$ cat src/rtl/oca_pkg.sv
// package with constants and carrier types for the overhead channel access block
package oca_pkg;

  // ---------------------------------------------------------------
  // message prefixes and field layout
  // ---------------------------------------------------------------
  localparam logic [3:0] EOC_PREFIX     = 4'h0;
  localparam logic [3:0] SB_PREFIX      = 4'h2;
  localparam int         PREFIX_MSB     = 15;
  localparam int         PREFIX_LSB     = 12;
  localparam int         EOC_WIDTH      = 12;
  localparam int         SB_WIDTH       = 12;

  // ---------------------------------------------------------------
  // predefined eoc codes
  // ---------------------------------------------------------------
  localparam logic [7:0] CODE_HOLD      = 8'h00;
  localparam logic [7:0] CODE_FULL_LOOP = 8'h50;
  localparam logic [7:0] CODE_LOOP_B1   = 8'h51;
  localparam logic [7:0] CODE_LOOP_B2   = 8'h52;
  localparam logic [7:0] CODE_REQ_CRC   = 8'h53;
  localparam logic [7:0] CODE_NOTIFY_CRC = 8'h54;
  localparam logic [7:0] CODE_UTC       = 8'hAA;
  localparam logic [7:0] CODE_RTN       = 8'hFF;
  localparam logic [2:0] ADDR_NT        = 3'h0;
  localparam logic [2:0] ADDR_BCAST     = 3'h7;
  localparam logic [3:0] NT_ACK_BYTE    = 4'h1;
  localparam logic [11:0] EOC_IDLE      = 12'hFFF;
  localparam logic [11:0] SB_DEFAULT    = 12'hFFF;
  localparam int         TLL_COUNT      = 3;

  // ---------------------------------------------------------------
  // timing
  // ---------------------------------------------------------------
  localparam int FRAME_RATE_HZ      = 8000;
  localparam int TRANSP_REPORT_MS   = 6;
  localparam int TRANSP_REPORT_FRMS = FRAME_RATE_HZ * TRANSP_REPORT_MS / 1000;
  localparam logic [5:0] REPORT_LAST = 6'(TRANSP_REPORT_FRMS - 1);

  // ---------------------------------------------------------------
  // states and modes
  // ---------------------------------------------------------------
  typedef enum logic [1:0] {ROLE_LT, ROLE_LT_RP, ROLE_NT} role_t;

  typedef enum logic [3:0] {
    ST_OTHER, ST_EC_CONV, ST_EQ_TRAIN, ST_LINE_ACTIVE, ST_PEND_TRANSP, ST_TRANSP,
    ST_PEND_DEACT, ST_ST_DEACT, ST_SYNCED, ST_WAIT_ACT, ST_ERROR_ST, ST_PEND_DEACT_U
  } act_state_t;

  typedef struct packed {
    logic [2:0] addr;
    logic       isMsg;
    logic [7:0] code;
  } eoc_msg_t;

  typedef struct packed {
    logic closeFullLoop;
    logic closeLoopB1;
    logic closeLoopB2;
    logic requestCorruptCrc;
    logic notifyCorruptCrc;
  } eoc_cmd_t;

  typedef struct packed {
    logic       valid;
    logic [15:0] word;
  } mon_word_t;

endpackage : oca_pkg

$ cat src/rtl/overhead_channel_access.sv
// overhead channel access: data gating, eoc processor, single bits latch
`timescale 1ns/1ps
module overhead_channel_access
  import oca_pkg::*;
(
  input  wire logic        mclk,
  input  wire logic        rst,
  input  wire role_t       role,
  input  wire act_state_t  actState,
  input  wire logic        eocTransparent,
  input  wire logic        loop2Closed,
  input  wire logic        frameStrobe,
  input  wire logic        deactivate,
  input  wire mon_word_t   monIn,
  output mon_word_t        monOut,
  input  wire logic        sysValid,
  output logic             sysReady,
  input  wire logic [17:0] sysData,
  output logic             lineTxValid,
  input  wire logic        lineTxReady,
  output logic      [17:0] lineTxData,
  input  wire logic        lineRxValid,
  output logic             lineRxReady,
  input  wire logic [17:0] lineRxData,
  output logic             sysRxValid,
  input  wire logic        sysRxReady,
  output logic      [17:0] sysRxData,
  input  wire eoc_msg_t    eocRx,
  output eoc_msg_t         eocTx,
  output logic      [11:0] overheadSingleBits,
  output eoc_cmd_t         eocCmd
);

  // ---------------------------------------------------------------
  // state decoding
  // ---------------------------------------------------------------
  function automatic logic dataState(input role_t r, input act_state_t s);
    unique case (r)
      ROLE_LT:    return s inside {ST_PEND_TRANSP, ST_TRANSP, ST_PEND_DEACT,
                                   ST_LINE_ACTIVE, ST_ST_DEACT};
      ROLE_LT_RP: return s inside {ST_PEND_TRANSP, ST_TRANSP, ST_PEND_DEACT};
      ROLE_NT:    return s inside {ST_TRANSP, ST_ERROR_ST, ST_PEND_DEACT_U};
      default:    return 1'b0;
    endcase
  endfunction : dataState

  function automatic logic eocState(input role_t r, input act_state_t s);
    if (r == ROLE_NT) begin
      return s inside {ST_SYNCED, ST_WAIT_ACT, ST_TRANSP, ST_ERROR_ST,
                       ST_PEND_DEACT_U};
    end
    return s inside {ST_EC_CONV, ST_EQ_TRAIN, ST_LINE_ACTIVE, ST_PEND_TRANSP,
                     ST_TRANSP, ST_PEND_DEACT, ST_ST_DEACT};
  endfunction : eocState

  logic isNt;
  logic dataOn;
  logic txDataOn;
  logic eocOn;
  assign isNt     = role == ROLE_NT;
  assign dataOn   = dataState(role, actState);
  assign txDataOn = dataOn && !(isNt && loop2Closed);
  assign eocOn    = eocState(role, actState);

  // ---------------------------------------------------------------
  // data fifos
  // ---------------------------------------------------------------
  logic        txFifoValid;
  logic [17:0] txFifoData;
  logic        rxFifoValid;
  logic [17:0] rxFifoData;
  logic        txFifoReady;
  logic        rxFifoInReady;
  logic        rxFifoOutReady;

  assign sysReady    = txFifoReady && txDataOn;
  assign lineRxReady = rxFifoInReady && dataOn;

  oca_fifo #(.WIDTH(18), .DEPTH(32)) txFifo (
    .mclk    (mclk),
    .rst     (rst),
    .inValid (sysValid && txDataOn),
    .inReady (txFifoReady),
    .inData  (sysData),
    .outValid(txFifoValid),
    .outReady(!lineTxValid || lineTxReady),
    .outData (txFifoData),
    .flush   (!txDataOn)
  );

  oca_fifo #(.WIDTH(18), .DEPTH(32)) rxFifo (
    .mclk    (mclk),
    .rst     (rst),
    .inValid (lineRxValid && dataOn),
    .inReady (rxFifoInReady),
    .inData  (lineRxData),
    .outValid(rxFifoValid),
    .outReady(rxFifoOutReady),
    .outData (rxFifoData),
    .flush   (!dataOn)
  );

  assign rxFifoOutReady = !sysRxValid || sysRxReady;

  always_ff @(posedge mclk) begin
    if (rst) begin
      lineTxValid <= 1'b0;
      lineTxData  <= '0;
    end else if (!lineTxValid || lineTxReady) begin
      lineTxValid <= txFifoValid && txDataOn;
      lineTxData  <= txFifoData;
    end
  end

  always_ff @(posedge mclk) begin
    if (rst) begin
      sysRxValid <= 1'b0;
      sysRxData  <= '0;
    end else if (rxFifoOutReady) begin
      sysRxValid <= rxFifoValid && dataOn;
      sysRxData  <= rxFifoData;
    end
  end

  // ---------------------------------------------------------------
  // message intake
  // ---------------------------------------------------------------
  logic     isEocCmd;
  logic     isSbMsg;
  eoc_msg_t cmdMsg;
  assign isEocCmd = monIn.valid && monIn.word[PREFIX_MSB:PREFIX_LSB] == EOC_PREFIX;
  assign isSbMsg  = monIn.valid && monIn.word[PREFIX_MSB:PREFIX_LSB] == SB_PREFIX;
  assign cmdMsg   = eoc_msg_t'(monIn.word[EOC_WIDTH-1:0]);

  // single bits in order m41 m51 m61 m42 m52 m62 m43 m44 m45 m46 m47 m48
  always_ff @(posedge mclk) begin
    if (rst) begin
      overheadSingleBits <= SB_DEFAULT;
    end else if (isSbMsg) begin
      overheadSingleBits <= monIn.word[SB_WIDTH-1:0];
    end
  end

  // ---------------------------------------------------------------
  // triple-last-look on received eoc slots
  // ---------------------------------------------------------------
  eoc_msg_t lastRx_q;
  logic [1:0] sameCnt_q;
  logic       verified;
  logic       newVerify;
  assign verified  = frameStrobe && eocRx == lastRx_q && sameCnt_q == 2'(TLL_COUNT - 1);
  assign newVerify = verified;

  always_ff @(posedge mclk) begin
    if (rst) begin
      lastRx_q  <= eoc_msg_t'(EOC_IDLE);
      sameCnt_q <= '0;
    end else if (isEocCmd && !isNt && !eocTransparent) begin
      sameCnt_q <= '0;
    end else if (frameStrobe) begin
      lastRx_q <= eocRx;
      // count of equal looks, first look of a new message is one
      if (eocRx != lastRx_q) begin
        sameCnt_q <= 2'h1;
      end else if (sameCnt_q != 2'(TLL_COUNT)) begin
        sameCnt_q <= sameCnt_q + 1'b1;
      end
    end
  end

  // ---------------------------------------------------------------
  // eoc transmit, report and execute
  // ---------------------------------------------------------------
  eoc_msg_t   txMsg_q;
  eoc_msg_t   accepted_q;
  eoc_msg_t   ackedRx_q;
  logic       cmdPending_q;
  logic [5:0] reportCnt_q;
  logic       addrOk;
  logic       addrOkV;
  logic       tick6ms;
  eoc_msg_t   ackMsg;

  assign addrOk  = eocRx.addr == ADDR_NT || eocRx.addr == ADDR_BCAST;
  assign addrOkV = addrOk && eocRx.isMsg;
  assign tick6ms = frameStrobe && reportCnt_q == REPORT_LAST;

  always_comb begin
    ackMsg = eocRx;
    ackMsg.addr = ADDR_NT;
    if (!eocRx.isMsg) begin
      ackMsg.code  = CODE_UTC;
      ackMsg.isMsg = 1'b1;
    end else if (!addrOk) begin
      ackMsg.code  = CODE_HOLD;
    end
  end

  always_ff @(posedge mclk) begin
    if (rst || !eocOn) begin
      reportCnt_q <= '0;
    end else if (frameStrobe) begin
      reportCnt_q <= tick6ms ? '0 : reportCnt_q + 1'b1;
    end
  end

  // transmitted eoc word, repeated every slot
  always_ff @(posedge mclk) begin
    if (rst) begin
      txMsg_q   <= eoc_msg_t'(EOC_IDLE);
      ackedRx_q <= eoc_msg_t'(EOC_IDLE);
    end else if (isEocCmd && !(isNt && !eocTransparent)) begin
      txMsg_q <= cmdMsg;
    end else if (isNt && !eocTransparent && frameStrobe && eocRx != ackedRx_q
                 && eocRx != lastRx_q) begin
      txMsg_q   <= ackMsg;
      ackedRx_q <= eocRx;
    end
  end

  always_ff @(posedge mclk) begin
    eocTx <= eocOn ? txMsg_q : eoc_msg_t'(EOC_IDLE);
  end

  always_ff @(posedge mclk) begin
    if (rst) begin
      cmdPending_q <= 1'b0;
    end else if (isEocCmd && !isNt && !eocTransparent) begin
      cmdPending_q <= 1'b1;
    end else if (verified) begin
      cmdPending_q <= 1'b0;
    end
  end

  // upstream reports
  always_ff @(posedge mclk) begin
    if (rst) begin
      monOut     <= '0;
      accepted_q <= eoc_msg_t'(EOC_IDLE);
    end else begin
      monOut.valid <= 1'b0;
      if (eocOn && eocTransparent && tick6ms) begin
        monOut <= '{valid: 1'b1, word: {EOC_PREFIX, lastRx_q}};
      end else if (eocOn && !eocTransparent && newVerify
                   && (eocRx != accepted_q || (!isNt && cmdPending_q))) begin
        monOut     <= '{valid: 1'b1, word: {EOC_PREFIX, eocRx}};
        accepted_q <= eocRx;
      end
    end
  end

  // latched command execution in nt auto
  always_ff @(posedge mclk) begin
    if (rst || deactivate || !isNt || eocTransparent) begin
      eocCmd <= '0;
    end else if (newVerify && addrOkV) begin
      unique case (eocRx.code)
        CODE_FULL_LOOP:  eocCmd.closeFullLoop     <= 1'b1;
        CODE_LOOP_B1:    eocCmd.closeLoopB1       <= 1'b1;
        CODE_LOOP_B2:    eocCmd.closeLoopB2       <= 1'b1;
        CODE_REQ_CRC:    eocCmd.requestCorruptCrc <= 1'b1;
        CODE_NOTIFY_CRC: eocCmd.notifyCorruptCrc  <= 1'b1;
        CODE_RTN:        eocCmd                   <= '0;
        default: begin
        end
      endcase
    end
  end

  // crc and sync word have no input here; the line core makes them

endmodule : overhead_channel_access

$ cat src/rtl/oca_fifo.sv
// parameterised valid/ready fifo
`timescale 1ns/1ps
module oca_fifo #(
  parameter int WIDTH = 8,
  parameter int DEPTH = 32
) (
  input  wire logic             mclk,
  input  wire logic             rst,
  input  wire logic             inValid,
  output logic                  inReady,
  input  wire logic [WIDTH-1:0] inData,
  output logic                  outValid,
  input  wire logic             outReady,
  output logic      [WIDTH-1:0] outData,
  input  wire logic             flush
);
  localparam int AW = $clog2(DEPTH);
  logic [WIDTH-1:0] mem [DEPTH];
  logic [AW:0]      wrPtr_q;
  logic [AW:0]      rdPtr_q;
  logic             push;
  logic             pop;

  assign inReady  = (wrPtr_q - rdPtr_q) != (AW+1)'(DEPTH);
  assign outValid = wrPtr_q != rdPtr_q;
  assign outData  = mem[rdPtr_q[AW-1:0]];
  assign push     = inValid && inReady;
  assign pop      = outValid && outReady;

  always_ff @(posedge mclk) begin
    if (push) begin
      mem[wrPtr_q[AW-1:0]] <= inData;
    end
  end

  always_ff @(posedge mclk) begin
    if (rst || flush) begin
      wrPtr_q <= '0;
      rdPtr_q <= '0;
    end else begin
      if (push) begin
        wrPtr_q <= wrPtr_q + 1'b1;
      end
      if (pop) begin
        rdPtr_q <= rdPtr_q + 1'b1;
      end
    end
  end
endmodule : oca_fifo

$ cat config.mk
export PLATFORM = sky130hd
export DESIGN_NAME = overhead_channel_access
export DESIGN_NICKNAME = d
export VERILOG_FILES = /design/src/rtl/oca_pkg.sv /design/src/rtl/overhead_channel_access.sv /design/src/rtl/oca_fifo.sv
export SDC_FILE = /design/constraint.sdc
export NUM_CORES = 2
export LEC_CHECK = 0
export BUFFER_PORTS_ARGS = -buffer_cell sky130_fd_sc_hd__buf_2
export CAP_MARGIN = 25
export CORE_MARGIN = 2
export CORE_UTILIZATION = 50
export DETAILED_ROUTE_END_ITERATION = 12
export GPL_TIMING_DRIVEN = 0
export PLACE_DENSITY_LB_ADDON = 0.08
export SYNTH_ARGS = -nofsm -noshare
export SYNTH_HDL_FRONTEND = slang
export SYNTH_HIERARCHICAL = 1
export SYNTH_SLANG_ARGS = --single-unit
$ cat constraint.sdc
create_clock -name mclk -period 3.72 [get_ports mclk]
set_input_delay 0.558 -clock mclk [delete_from_list [all_inputs] [get_ports mclk]]
set_output_delay 0.558 -clock mclk [all_outputs]
set_load 0.03 [all_outputs]
Yosys cells after proc, flatten, opt, wreduce, memory -nomap -nowiden:

Memories as Yosys holds them, arrays and structs flattened. A register that Yosys moved wholly into a read port is not among the register bits.
Index checks and enable logic that the tools add are counted.

* register bits after elaboration: 125
* bits in writable memories: 1152
* bits of input ports: 81
* output and inout bits: 86
* logic and storage cells: 179
* memories: 2

Memory list
* rxFifo.mem: words 32, width 18, rd ports 1, clocked after memory_dff 1, wr ports 1, line oca_fifo.sv:18 `logic [WIDTH-1:0] mem [DEPTH];`
* txFifo.mem: words 32, width 18, rd ports 1, clocked after memory_dff 1, wr ports 1, line oca_fifo.sv:18

* $add $sub $neg: 8
* equal/unequal tests: 32
* multiplexer cells: 24
* bitwise operators: 3
* reduce and logical (&&, ||, !) cells: 78

Operators with widths (number)
* == test 8 x 7 -> 1 bit (second input constant): 5
* inequality test 12 bit: 3
* 2-to-1 mux 17 bit: 2
* logical AND 1 bit: 32
* adder 6 x 1 -> 6 bit (second input constant): 5
* 2-to-1 mux 12 bit: 2
* AND reduction 2 bit: 9
* nonzero test 2 bit: 9
* == test 4 x 3 -> 1 bit (second input constant): 4
* == test 4 bit (second input constant): 4
* 2-to-1 mux 8 bit: 2
* == test 12 bit: 1
* == test 4 x 2 -> 1 bit (second input constant): 3
* inequality test 6 bit: 2
* inequality test 6 bit (second input constant): 2
* subtractor 6 bit: 2
* logical OR 1 bit: 10
* one-hot mux 1 bit (2 select lines): 5
* nonzero test 5 bit: 2
* zero test 1 bit: 9
* 2-to-1 mux 1 bit: 9
* == test 8 bit (second input constant): 1
* nonzero test 7 bit: 1
* == test 6 bit (second input constant): 1
* 15 further kinds: 20

Logic depth before layout (Yosys ltp):

* word-level depth: 9
* mapped depth: 10
* mapped depth without buffers: 10

By module:

The synthesis kept the hierarchy.

Modules (own cells, without submodules)
* oca_fifo: instances 2, cells an instance 975, area an instance 22929.5 um^2, sequential area each 17636.9 um^2
* overhead_channel_access: instances 1, cells an instance 701, area an instance 6067.1 um^2, sequential area each 2742.6 um^2

Worst setup path before layout:

OpenSTA, ideal clock, no wires.

* kind: input-to-reg
* from: in role[0]
* to: mem txFifo.mem[29][0], enable pin
* library setup time: 393 ps
* arrival: 2930 ps
* slack: 398 ps
* cell stages on the path: 9
* path buffers: 0
* path through: nand2b_1 o21ai_0 o31ai_1 a21oi_1 and2_1 inv_1 o22ai_1 o21ai_1 nor2_1

* cells in the longest elaborated chain, start to end: 8

RTL lines
* start: declaration: line overhead_channel_access.sv:8 `input wire role_t role,`
* branches (longest 3 deep; another with one-hot mux 1 bit (3 select lines))
* logical AND 1 bit *: line overhead_channel_access.sv:62 `assign txDataOn = dataOn && !(isNt && loop2Closed);`
* logical AND 1 bit *: line overhead_channel_access.sv:82 `.inValid (sysValid && txDataOn),`
* logical AND 1 bit *: line oca_fifo.sv:27 `assign push = inValid && inReady;`
* 2-to-1 mux 1 bit *: line oca_fifo.sv:31 `if (push) begin`
* 2-to-1 mux 1 bit (not written as such) *: line oca_fifo.sv:32 `mem[wrPtr_q[AW-1:0]] <= inData;`
* end: declaration: line oca_fifo.sv:18

Every way passes the cells marked *.

==> results.sh <==
export IMPL_status="finished, final reports clean"
export IMPL_rsz0062_at_grt="false"
export IMPL_power_leakage_nw=19.6
export IMPL_final_common_cell="edfxtp_1"
export IMPL_clk_latency_ps=730
export IMPL_irDropWorstVdd_v=0.000379
export IMPL_start_kind="flip-flop"
export IMPL_fin_ws_ps=127
export IMPL_syn_inst=2651
export IMPL_crit_arrival_ps=4150
export IMPL_r2r_cells=8
export IMPL_overflow=0
export IMPL_synth_edf_count=1152
export IMPL_timing_final_crit_period_ps=3590
export IMPL_wirelength_um=126000
export IMPL_numCtsBuffers=141
export IMPL_syn_mean_instance_area_um2=19.6
export IMPL_dieArea_um2=106000
export IMPL_finalClockSkew_ps=23.5
export IMPL_io_pins=167
export IMPL_finalHoldViolations=0
export IMPL_muxShareOfSynthArea=0.166
export IMPL_synth_top_family_by_area="multiplexers"
export IMPL_routedWlPerCell_um=27.9
export IMPL_yosys_warnings=6
export IMPL_die_x_um=326
export IMPL_synthesis_area_um2=51900
export IMPL_tns_ps=0
export IMPL_seqCellArea_um2=38000
export IMPL_synthSimpleGateAreaFrac=0.0466
export IMPL_power_density_nw_per_um2=511
export IMPL_final_layout_size_suffix_gt1_frac=0.319
export IMPL_required_ps=4280
export IMPL_firstDrtPassIters=6
export IMPL_setup_viol=0
export IMPL_synthAdderAreaFrac=0.00554
export IMPL_yosysTopAreaCell="edfxtp_1"
export IMPL_area_growth_pct=17.5
export IMPL_maxSlewViolCount=0
export IMPL_portBuffers=154
export IMPL_crit_type="reg2reg"
export IMPL_ant_nets=0
export IMPL_clk_path_buf_depth=3
export IMPL_antenna_found_initial=5
export IMPL_synthFlopType="edfxtp_1"
export IMPL_final_core_util=0.591
export IMPL_fin_nets=3131
export IMPL_tritoncts="built"
export IMPL_initial_utilization=0.503
export IMPL_end_kind="flip-flop"
export IMPL_postCtsHoldBufs=0
export IMPL_fillers=7477
export IMPL_seq_area_frac_synth=0.732
export IMPL_clockRootBuffer="clkbuf_16"
export IMPL_worstHoldPathType="in2reg"
export IMPL_grt_pass1_wl_um=186000
export IMPL_synth_compound_area_frac=0.0224
export IMPL_synth_xor_area_share=0.00937
export IMPL_max_freq_ghz=0.278
export IMPL_synth_top_area_share=0.666
export IMPL_grt_total_usage=0.242
export IMPL_rrSetupSlack_ps=130
export IMPL_synthArstFlopShare=0
export IMPL_path_clk_slew_ps=60
export IMPL_final_cell_mix="edfxtp_1, mux4_2, buf_2"
export IMPL_dp_hpwl_um=86700
export IMPL_post_route_drc_count=0
export IMPL_grt_max_degree=33
export IMPL_rows=118
export IMPL_tightest_slew_ps=1130
export IMPL_ctsHtreeMaxLevel=4
export IMPL_vias=26612
export IMPL_ys_ff_latch=1323
export IMPL_hp_start="monIn[0]"
export IMPL_core_area_um2=103000
export IMPL_globalplace_congestion=0.827
export IMPL_relSlewSlack=0.250
export IMPL_netlist_top_cells_area="edfxtp_1, mux4_2, dfxtp_1"
export IMPL_die_h_um=326
export IMPL_crit_fanout=10
export IMPL_clock_sinks=1323
export IMPL_multi_input_area_um2=13300
export IMPL_whs_path_depth=3
export IMPL_drt_iter0_markers=2486
export IMPL_hold_path_endpoint="overheadSingleBits[0]"
export IMPL_avgViaCountPerCell=5.88
export IMPL_pre_cts_ws_ps=-879
export IMPL_fin_crit_sh=0.966
export IMPL_grt_pass1_vias=27783
export IMPL_synth_distinct_cells=71
export IMPL_drv_cap=0
export IMPL_r2r_end="sysRxData[14]"
-- metal layers --
layer,global-route usage,vias up,wire [µm]
met4,0.0827,4,3710
met1,0.308,14166,49600
met3,0.0431,178,6890
li1,-,11466,-
met5,0,-,27
met2,0.420,798,66200
-- sequential cells by signal, summed over array words and instances (netlist names), 12 cells and up, named ones only --
register / count
accepted_q: 12
ackedRx_q: 12
eocTx: 12
lastRx_q: 12
lineTxData: 18
monOut: 13
overheadSingleBits: 12
rxFifo/mem: 576
sysRxData: 18
txFifo/mem: 576
txMsg_q: 12
-- critical path, stage by stage, from the launching register on --
cell,delay [ps]
dfxtp_1,330
clkbuf_1,460
clkbuf_1,520
clkbuf_1,700
mux4_2,420
mux4_2,490
mux2_2,340
nand2_1,80
a21oi_1,70
-- power breakdown --
part           switching, mW  internal [mW]
Clock                   5.55           8.56
Sequential            0.0417           16.2
Combinational          0.572          0.266
-- through the flow --
step	hold WS [ps]	cell area, µm²	power [mW]	cells
after detailed placement	433	56100	17.4	4259
after global routing	45.3	61000	32.2	4522
final	69.9	61000	31.2	4523
after global placement	425	54400	17.3	4188
after CTS	19.7	60900	31.5	4517
after floorplan	417	51900	16.9	2654
-- worst max-delay path by stage --
| stage | slack (ps) | cells past startpoint | end | from |
|---|---|---|---|---|
| after global routing | 30 | 8 | sysRxData[10] | flip-flop |
| after floorplan | 400 | 9 | txFifo/mem[29][0] | role[0] |
| after CTS | 10 | 8 | lineTxData[0] | flip-flop |
| final | 130 | 8 | sysRxData[14] | flip-flop |
| after detailed placement | -880 | 11 | txFifo/mem[0][10] | role[0] |
| after global placement | -2090 | 10 | txFifo/mem[24][12] | role[0] |
-- cell families (layout without fill, tap and decap cells) --
logic type | count (synthesis) | after routing
adders and majority gates | 23 | 23
AOI/OAI and AO/OA | 175 | 175
buffers and inverters | 193 | 681
DFF | 1323 | 1323
other | 1 | 5
muxes | 405 | 405
and+or+nand+nor | 478 | 478
xor gates and xnor gates | 53 | 53
-- Yosys cell counts, drive strengths merged (8+ instances only) --
library cell and instances:
nand2 163, edfxtp 1152, nand3b 43, xnor2 23, mux4 360, ha 23, o311ai 13, o21ai 24
dfxtp 171, nand2b 10, nand4b 13, or2 16, a21o 12, nor4 8, nor3 24, and2 10
nor2 128, inv 41, mux2i 9, clkbuf 70, a21oi 70, buf 80, nand3 9, xor2 30
mux2 36, or3 18, nand4 14, a211o 18
-- what timing repair did --
| action | 4_1_cts | 5_1_grt |
|---|---|---|
| gates resized for setup | 18 | 18 |
| buffers inserted | 0 | 0 |
| hold endpoints to repair | 0 | 0 |
| endpoints found under the setup margin | 160 | 362 |
-- layout make-up --
| cell class | count | share of cell area |
|---|---|---|
| multi-input combinational | 1138 | 0.217 |
| clock inverter | 58 | 0.0101 |
| timing repair buffer | 230 | 0.0387 |
| inverter | 43 | 0.00264 |
| buffer | 150 | 0.0130 |
| antenna | 1 | 0.0000410 |
| sequential | 1323 | 0.623 |
| clock buffer | 200 | 0.0671 |
| tap | 1380 | 0.0283 |
Power figures use the tool's default switching activity.
